$ cat src/design/sdl_pkg.sv
// Shared constants for the serial DAC loader link
package sdl_pkg;
  localparam int WORD_BITS = 12;
  localparam int ADDR_BITS = 4;
  localparam int DATA_BITS = 8;
  localparam int NUM_DACS  = 8;
  localparam int ADDR_MSB  = 11;
  localparam int ADDR_LSB  = 8;
  localparam int DATA_MSB  = 7;
  localparam logic [ADDR_BITS-1:0] ADDR_NOP   = 4'h0;
  localparam logic [ADDR_BITS-1:0] ADDR_FIRST = 4'h1;
  localparam logic [DATA_BITS-1:0] HALF_SCALE = 8'h80;
  localparam int CLK_MHZ       = 20;
  localparam int SCLK_HALF_NS  = 200;
  localparam int SCLK_HALF_CYC = (SCLK_HALF_NS * CLK_MHZ + 999) / 1000;
  localparam int FIFO_DEPTH    = 16;
endpackage : sdl_pkg

$ cat src/design/sdl_link_if.sv
// Five-wire link between the host end and the DAC loader end
interface sdl_link_if;
  logic sclk;
  logic serial_in;
  logic load_strobe;
  logic serial_out;
  logic preset_n;
  modport host (
    output sclk,
    output serial_in,
    output load_strobe,
    output preset_n,
    input  serial_out
  );
  modport device (
    input  sclk,
    input  serial_in,
    input  load_strobe,
    input  preset_n,
    output serial_out
  );
endinterface : sdl_link_if

$ cat src/design/sdl_fifo.sv
// Word FIFO in flip-flops, valid/ready on both sides
module sdl_fifo #(
  parameter int WIDTH = 12,
  parameter int DEPTH = 16
) (
  input  wire logic             clk,
  input  wire logic             resetn,
  input  wire logic [WIDTH-1:0] inData,
  input  wire logic             inValid,
  output logic                  inReady,
  output logic [WIDTH-1:0]      outData,
  output logic                  outValid,
  input  wire logic             outReady
);
  localparam int AW = $clog2(DEPTH);
  logic [WIDTH-1:0] mem [DEPTH];
  logic [AW-1:0]    wrPtr;
  logic [AW-1:0]    rdPtr;
  logic [AW:0]      count;
  logic             doWr;
  logic             doRd;

  assign inReady  = count != (AW+1)'(DEPTH);
  assign outValid = count != '0;
  assign doWr     = inValid && inReady;
  assign doRd     = outValid && outReady;
  assign outData  = mem[rdPtr];

  always_ff @(posedge clk) begin
    if (doWr)
      mem[wrPtr] <= inData;
  end

  always_ff @(posedge clk or negedge resetn) begin
    if (!resetn) begin
      wrPtr <= '0;
      rdPtr <= '0;
      count <= '0;
    end else begin
      if (doWr)
        wrPtr <= (wrPtr == AW'(DEPTH-1)) ? '0 : wrPtr + 1'b1;
      if (doRd)
        rdPtr <= (rdPtr == AW'(DEPTH-1)) ? '0 : rdPtr + 1'b1;
      count <= count + (AW+1)'(doWr) - (AW+1)'(doRd);
    end
  end
endmodule : sdl_fifo

$ cat src/design/sdl_host.sv
// Host end: queues command words and drives the five-wire link
module sdl_host #(
  parameter int HALF_CYC = sdl_pkg::SCLK_HALF_CYC,
  parameter int CHAIN    = 1
) (
  input  wire logic                          clk,
  input  wire logic                          resetn,
  input  wire logic [sdl_pkg::WORD_BITS-1:0] cmdWord,
  input  wire logic                          cmdValid,
  output logic                               cmdReady,
  input  wire logic                          presetReq,
  output logic                               busy,
  sdl_link_if.host                           link
);
  localparam int BITS = sdl_pkg::WORD_BITS * CHAIN;
  localparam int BW   = $clog2(BITS + 1);
  localparam int HW   = $clog2(HALF_CYC + 1);

  typedef enum logic [1:0] {
    ST_IDLE  = 2'b00,
    ST_LOW   = 2'b01,
    ST_HIGH  = 2'b10,
    ST_LOAD  = 2'b11
  } sdl_state_t;

  logic [sdl_pkg::WORD_BITS-1:0] qData;
  logic                          qValid;
  logic                          qReady;

  sdl_fifo #(.WIDTH(sdl_pkg::WORD_BITS), .DEPTH(sdl_pkg::FIFO_DEPTH)) uFifo (
    .clk      (clk),
    .resetn   (resetn),
    .inData   (cmdWord),
    .inValid  (cmdValid),
    .inReady  (cmdReady),
    .outData  (qData),
    .outValid (qValid),
    .outReady (qReady)
  );

  // ****************************************
  // Link clock divider and sequencer
  // ****************************************
  sdl_state_t     state;
  logic [HW-1:0]  divCnt;
  logic           tick;
  logic [BW-1:0]  bitCnt;
  logic [BITS-1:0] txShift;
  logic [BW-1:0]  fillCnt;

  assign tick   = divCnt == HW'(HALF_CYC - 1);
  // Words for a chain are gathered before shifting starts
  assign qReady = (state == ST_IDLE) && (fillCnt != BW'(BITS));
  assign busy   = state != ST_IDLE;

  always_ff @(posedge clk or negedge resetn) begin
    if (!resetn)
      divCnt <= '0;
    else if (state == ST_IDLE || tick)
      divCnt <= '0;
    else
      divCnt <= divCnt + 1'b1;
  end

  always_ff @(posedge clk or negedge resetn) begin
    if (!resetn) begin
      state   <= ST_IDLE;
      bitCnt  <= '0;
      txShift <= '0;
      fillCnt <= '0;
    end else begin
      case (state)
        ST_IDLE: begin
          if (qValid && qReady) begin
            // First word queued is sent first, lands in farthest package
            // Shift form stays legal when the chain holds a single word
            txShift <= (txShift << sdl_pkg::WORD_BITS) | BITS'(qData);
            fillCnt <= fillCnt + BW'(sdl_pkg::WORD_BITS);
          end else if (fillCnt == BW'(BITS)) begin
            state  <= ST_LOW;
            bitCnt <= '0;
          end
        end
        ST_LOW: if (tick) begin
          state <= ST_HIGH;
        end
        ST_HIGH: if (tick) begin
          txShift <= {txShift[BITS-2:0], 1'b0};
          bitCnt  <= bitCnt + 1'b1;
          state   <= (bitCnt == BW'(BITS - 1)) ? ST_LOAD : ST_LOW;
        end
        ST_LOAD: if (tick) begin
          state   <= ST_IDLE;
          fillCnt <= '0;
        end
        default: state <= ST_IDLE;
      endcase
    end
  end

  // ****************************************
  // Pin drivers from flops
  // ****************************************
  always_ff @(posedge clk or negedge resetn) begin
    if (!resetn) begin
      link.sclk        <= 1'b0;
      link.serial_in   <= 1'b0;
      link.load_strobe <= 1'b0;
      link.preset_n    <= 1'b0;
    end else begin
      link.sclk        <= state == ST_HIGH;
      link.serial_in   <= txShift[BITS-1];
      link.load_strobe <= state == ST_LOAD;
      link.preset_n    <= !presetReq;
    end
  end
endmodule : sdl_host

$ cat src/flat_wrapper.sv
// flat-port wrapper written by rule: the top's interface ports become plain ports
module sdl_host_flat 
#(
  parameter int HALF_CYC = sdl_pkg::SCLK_HALF_CYC,
  parameter int CHAIN    = 1
)
  (clk, resetn, cmdWord, cmdValid, cmdReady, presetReq, busy, link_sclk, link_serial_in, link_load_strobe, link_preset_n, link_serial_out);
  sdl_link_if link_i ();
  input  wire logic clk;
  input  wire logic resetn;
  input  wire logic [sdl_pkg::WORD_BITS-1:0] cmdWord;
  input  wire logic cmdValid;
  output logic cmdReady;
  input  wire logic presetReq;
  output logic busy;
  output wire logic [$bits(link_i.sclk)-1:0] link_sclk;
  output wire logic [$bits(link_i.serial_in)-1:0] link_serial_in;
  output wire logic [$bits(link_i.load_strobe)-1:0] link_load_strobe;
  output wire logic [$bits(link_i.preset_n)-1:0] link_preset_n;
  input wire logic [$bits(link_i.serial_out)-1:0] link_serial_out;
  assign link_sclk = link_i.sclk;
  assign link_serial_in = link_i.serial_in;
  assign link_load_strobe = link_i.load_strobe;
  assign link_preset_n = link_i.preset_n;
  assign link_i.serial_out = link_serial_out;
  sdl_host #(.HALF_CYC(HALF_CYC), .CHAIN(CHAIN)) u_core (.clk(clk), .resetn(resetn), .cmdWord(cmdWord), .cmdValid(cmdValid), .cmdReady(cmdReady), .presetReq(presetReq), .busy(busy), .link(link_i));
endmodule
$ cat config.mk
export PLATFORM = sky130hd
export DESIGN_NAME = sdl_host_flat
export DESIGN_NICKNAME = d
export VERILOG_FILES = /design/src/design/sdl_pkg.sv /design/src/design/sdl_link_if.sv /design/src/design/sdl_fifo.sv /design/src/design/sdl_host.sv /design/src/flat_wrapper.sv
export SDC_FILE = /design/constraint.sdc
export NUM_CORES = 1
export LEC_CHECK = 0
export BUFFER_PORTS_ARGS = -buffer_cell sky130_fd_sc_hd__buf_2
export CELL_PAD_IN_SITES_DETAIL_PLACEMENT = 1
export CELL_PAD_IN_SITES_GLOBAL_PLACEMENT = 2
export CORE_UTILIZATION = 52
export DETAILED_ROUTE_END_ITERATION = 7
export PLACE_DENSITY = 0.82
export RECOVER_POWER = 25
export SLEW_MARGIN = 15
export SYNTH_ARGS = -nofsm -noshare
export SYNTH_HDL_FRONTEND = slang
export SYNTH_SLANG_ARGS = --single-unit
export TNS_END_PERCENT = 100
$ cat constraint.sdc
create_clock -name clk -period 8 [get_ports clk]
set_clock_uncertainty 0.2 [all_clocks]
set_input_delay 1.2 -clock clk [delete_from_list [all_inputs] [get_ports clk]]
set_output_delay 1.2 -clock clk [all_outputs]
set_load 0.05 [all_outputs]
## Yosys cells after proc, flatten, opt, wreduce, memory -nomap -nowiden

Memories as Yosys holds them, arrays and structs flattened.
Cells that the tools add are included.

| storage, ports and cells | value |
|---|---|
| output and inout bits | 6 |
| register bits after elaboration | 42 |
| memories kept | 1 |
| RAM bits | 192 |

Memories:

| name | words | bits a word | read ports | clocked after Yosys merged registers in | wr ports | RTL line | text |
|---|---|---|---|---|---|---|---|
| u_core.uFifo.mem | 16 | 12 | 1 | 0 | 1 | sdl_fifo.sv:16 | `logic [WIDTH-1:0] mem [DEPTH];` |

| operators by class | value |
|---|---|
| muxes and demuxes | 22 |
| eq/ne operators | 16 |
| reductions and logical operators | 14 |
| add/subtract/negate cells | 7 |

Operator list:

| kind | count |
|---|---|
| 4-bit 2-to-1 mux | 7 |
| 12-bit 2-to-1 mux | 2 |
| 12-bit case mux with 2 select lines | 1 |
| 4-bit equality test (second input constant) | 4 |
| 4-bit case mux with 2 select lines | 2 |
| 4-bit by 1-bit adder with 4-bit output (second input constant) | 3 |
| 2-bit 2-to-1 mux | 6 |
| 2-bit case mux with 4 select lines | 1 |
| 2-bit by 1-bit inequality test with 1-bit output (second input constant) | 3 |
| 2-bit inequality test (second input constant) | 3 |
| 3-bit AND reduction | 2 |
| 2-bit nonzero test | 3 |
| 5-bit by 1-bit adder with 5-bit output | 1 |
| 5-bit inequality test (second input constant) | 1 |
| 5-bit AND reduction | 1 |
| 5-bit nonzero test | 1 |
| 5-bit by 1-bit subtractor with 5-bit output | 1 |
| 4-bit adder (second input constant) | 1 |
| 2-bit equality test (second input constant) | 2 |
| 4-bit inequality test (second input constant) | 1 |
| 4-bit AND reduction | 1 |
| 3-bit by 1-bit adder with 3-bit output (second input constant) | 1 |
| 3-bit by 2-bit equality test with 1-bit output (second input constant) | 1 |
| 1-bit logical AND | 3 |
| other kinds (6) | 7 |

## Longest topological paths before layout

| logic depth | value |
|---|---|
| word-level depth | 5 |
| gate-level depth with buffers | 14 |
| gate-level depth less buffers | 13 |

## Modules after synthesis

From an unflattened synthesis, not the netlist that was laid out.

| second synthesis, totals | value |
|---|---|
| cell total of the unflattened synthesis | 522 |
| area, all modules | 9529.1 µm² |

By module, submodules not included:

| module | times used | area an instance (µm²) | cells an instance |
|---|---|---|---|
| sdl_fifo | 1 | 8185.4 | 418 |
| sdl_host | 1 | 1343.8 | 104 |

## Worst setup path after synthesis

Ideal clock, no wire load.

| timing | value |
|---|---|
| path kind | input to register |
| start point | in cmdValid |
| end point | mem u_core.uFifo.mem[0][0] (enable) |
| setup slack | 4.808 ns |
| path buffers | 1 |
| stages on the path | 4 |
| arrival | 2.596 ns |
| required time | 7.404 ns |
| setup time | 0.396 ns |
| cell sequence | and2_1 -> clkbuf_1 -> nand2_1 -> nor3_1 |

| on the way | value |
|---|---|
| word-level cells in the longest chain between the ends | 3 |

Ends and longest elaborated chain:

| item | RTL line | text |
|---|---|---|
| start: declaration | flat_wrapper.sv:12 | `input wire logic cmdValid;` |
| 1-bit logical AND | sdl_fifo.sv:25 | `assign doWr = inValid && inReady;` |
| 1-bit 2-to-1 mux | sdl_fifo.sv:30 | `if (doWr)` |
| 1-bit 2-to-1 mux (implied by the code) | sdl_fifo.sv:31 | `mem[wrPtr] <= inData;` |
| end: declaration | sdl_fifo.sv:16 |  |

No other way between the ends.

## Worst setup path after layout

| timing | value |
|---|---|
| start point | reg u_core.uFifo.count[2] |
| end point | reg u_core.uFifo.count[4] |

| on the way | value |
|---|---|
| elaborated cells between the ends (all ways) | 6 |
| classes of those cells | 2 x add/sub; 1 x eq/ne; 3 x reduce/logical |

RTL lines:

| item | RTL line | text |
|---|---|---|
| start: declaration | sdl_fifo.sv:19 | `logic [AW:0] count;` |
| start signal: assignment | sdl_fifo.sv:44 | `count <= count + (AW+1)'(doWr) - (AW+1)'(doRd);` |
| 5-bit nonzero test | sdl_fifo.sv:24 | `assign outValid = count != '0;` |
| 1-bit logical AND | sdl_fifo.sv:26 | `assign doRd = outValid && outReady;` |
| net u_core.uFifo.doRd | sdl_fifo.sv:21 | `logic doRd;` |
| 5-bit by 1-bit subtractor with 5-bit output | sdl_fifo.sv:44 |  |

The timed path passes the listed nets, and every way through them passes these cells.
A chain may end at the register's enable or synchronous reset.

==> run metrics <==
Max IR drop VDD 255 uV; I/O Pins 23; Die X around 140 um; CTS Sinks 232; drt wl/cell 24.6 um; Post-Layout Cell Count 784; Hold-fix buffers, CTS 0; combinational group share of total power 9.5%; Initial DRT Pass Iterations 4; status finished, final reports clean; crit path launch type flip-flop; Post-route DRC 0; hold crit path type reg -> reg; Port Buf Inserts 21; Mapped Area 9270 sq um; CTS buffer count 24; commonest non-fill, non-tap cell in the layout edfxtp_1; Seq/Total Area, Yosys between 70 and 80%; CP endpoint kind flip-flop; RSZ-0062 raised after global routing false; grt total ovfl 0; max_cap viols 0; CP required 8.23 ns; Pins Over Slew Limit 0; critical path arrival around 4 ns; PostCTS Resize Cnt 0; area delta synth->final 13.5%; share of layout cells above drive strength 1 between 20% and 30%; Synth warnings 0; fmax around 270 MHz; Synthesized Nets between 500 and 600; EDFF count, synth 192; Seq pwr share between 50% and 60%; Worst-Margin Slew around 1.1 ns; post-route ant nets 0; Clk Latency, worst-skew pair around 0.53 ns; Clk network pwr share 40.6%; Syn Inst Count 504; Clock Tree Buf Depth 3; total core area 17400 sq um; Final setup viols 0; synth unique cells 41; CTS tree done; H-tree depth 1; Die ar. 18400 sq um; initial core utilization between 50% and 60%; die span in y 135 um; switching part of the total a little under a quarter; first-pass GRT wire length 29800 um; sum of negative setup slack 0 ns; Tot GR Track Use 22.5%; CP max FO 19; Antenna Cells 0; Worst Path Class, Setup reg -> reg; clock root buffer master clkbuf_16; Avg Cell Area, Syn 18.4 sq um; Pleak 0.00373 uW; Primary FF master, synth edfxtp_1; pin count of the biggest net entering global routing 54; Routed WL 19200 um; Post-CTS Setup Inserts 0; asr flop ratio synth 17.2%; antenna violations before repair 0; Vias/cell 6.06; clk slew on worst S/H paths 0.06 ns; final period demand of the worst path 3.77 ns; routed via count 4748; Placed Cells incl. Taps 740; PD cells approximately 280 nW/um^2; switching pwr 685 uW; vias in the first global route a little over 5000; nets 574; num rows 48; most frequent cells in the layout edfxtp_1 (192), mux4_2 (46), dfrtp_1 (38); P_int 2270 uW; Tcrit/Tclk final 47.2%; initial drt markers 255; Final Hold Viols 0; flops & latches, synth 232; dpl hpwl 11700 um; gpl congestion 0.724; Worst slew margin 25.3%
[registers in the layout, indices dropped and copies added (netlist names), 3 cells and up]
register,count
u_core.uFifo.mem,192
u_core.txShift,12
u_core.uFifo.count,5
u_core.bitCnt,4
u_core.uFifo.rdPtr,4
u_core.uFifo.wrPtr,4
u_core.divCnt,3
[path summary, 6_finish.rpt]
kind | to | depth (start not counted) | slack [ns] | from
worst max register to register | u_core.uFifo.count[4]$_DFF_PN0_ | 13 | 4.23 | u_core.uFifo.count[2]$_DFF_PN0_
worst max-delay path | u_core.uFifo.count[4]$_DFF_PN0_ | 13 | 4.23 | u_core.uFifo.count[2]$_DFF_PN0_
min in group asynchronous | u_core.txShift[5]$_DFFE_PN0P_ | 1 | 0.60 | resetn
max in group asynchronous | u_core.uFifo.rdPtr[0]$_DFFE_PN0P_ | 1 | 6.29 | resetn
worst min register to register | u_core.link.serial_in$_DFF_PN0_ | 0 | 0.18 | u_core.txShift[11]$_DFFE_PN0P_
worst min-delay path | u_core.link.serial_in$_DFF_PN0_ | 0 | 0.18 | u_core.txShift[11]$_DFFE_PN0P_
[power by group through the flow]
stage / clock [uW] / sequential (uW) / combinational (uW)
finish: 1200 / 1480 / 279
detailed placement: 0 / 1500 / 282
global placement: 0 / 1490 / 265
floorplan: 0 / 1470 / 191
global route: 1260 / 1490 / 306
CTS: 1220 / 1480 / 285
[cells by family (layout without fill, tap and decap cells)]
logic type | count (synthesis) | after routing | synth area share (%)
DFF | 232 | 232 | 73.0
AOI/OAI and AO/OA | 73 | 73 | 5.39
muxes | 51 | 51 | 12.3
xor gates and xnor gates | 6 | 6 | 0.567
and+or+nand+nor | 84 | 84 | 4.38
buffers and inverters | 42 | 97 | 2.13
adders and majority gates | 16 | 16 | 2.24
[synthesized netlist by cell type, types with 4 or more instances]
library cell / n / area, sq um
a211o_1: 11 / 96.3
a21oi_1: 17 / 85.1
a22o_1: 4 / 35.0
a22oi_1: 22 / 165
buf_2: 4 / 20.0
clkbuf_1: 16 / 60.1
dfrtp_1: 40 / 1000
edfxtp_1: 192 / 5770
ha_1: 15 / 188
inv_1: 15 / 56.3
mux4_2: 46 / 1040
nand2_1: 23 / 86.3
nand3_1: 8 / 40.0
nor2_1: 28 / 105
nor3_1: 7 / 35.0
o21ai_0: 8 / 40.0
xnor2_1: 4 / 35.0
[stage by stage]
stage	setup slack [ns]	hold WS [ns]	util [%]	power [uW]	cell area, sq um
after floorplan	4.81	0.155	-	1660	9270
after global placement	4.38	0.166	55.7	1750	9670
after detailed placement	4.24	0.176	55.7	1780	9670
after CTS	4.16	0.174	60.7	2980	10500
after global routing	4.03	0.190	60.6	3050	10500
final	4.23	0.176	60.6	2950	10500
[final cells by class]
type                            instances  area, sq um
Fill cell                            1503         6840
Sequential cell                       232         6770
Tap cell                              225          282
Inverter                               15         56.3
Clock buffer                           31          647
Multi-Input combinational cell        230         2330
Timing Repair Buffer                   38          223
Clock inverter                         13          211
[layer usage]
layer / part of all wire (%) / GRT usage, %
met1: 45 / 30.8
met2: 50 / 38.2
met3: 3.6 / 3.03
met4: 1.8 / 6.18
met5: 0 / 0
[worst max-delay path, stage by stage (launching register included)]
cell and delay, ns:
dfrtp_1 0.39, inv_1 0.09, ha_1 0.17, or4b_4 0.50, nand3_1 0.60, inv_1 0.26, ha_1 0.36, inv_1 0.04
ha_1 0.19, fa_1 0.42, a21oi_1 0.15, nor2_1 0.06, nor2_1 0.13, xnor2_1 0.13
Power figures use the tool's default switching activity.
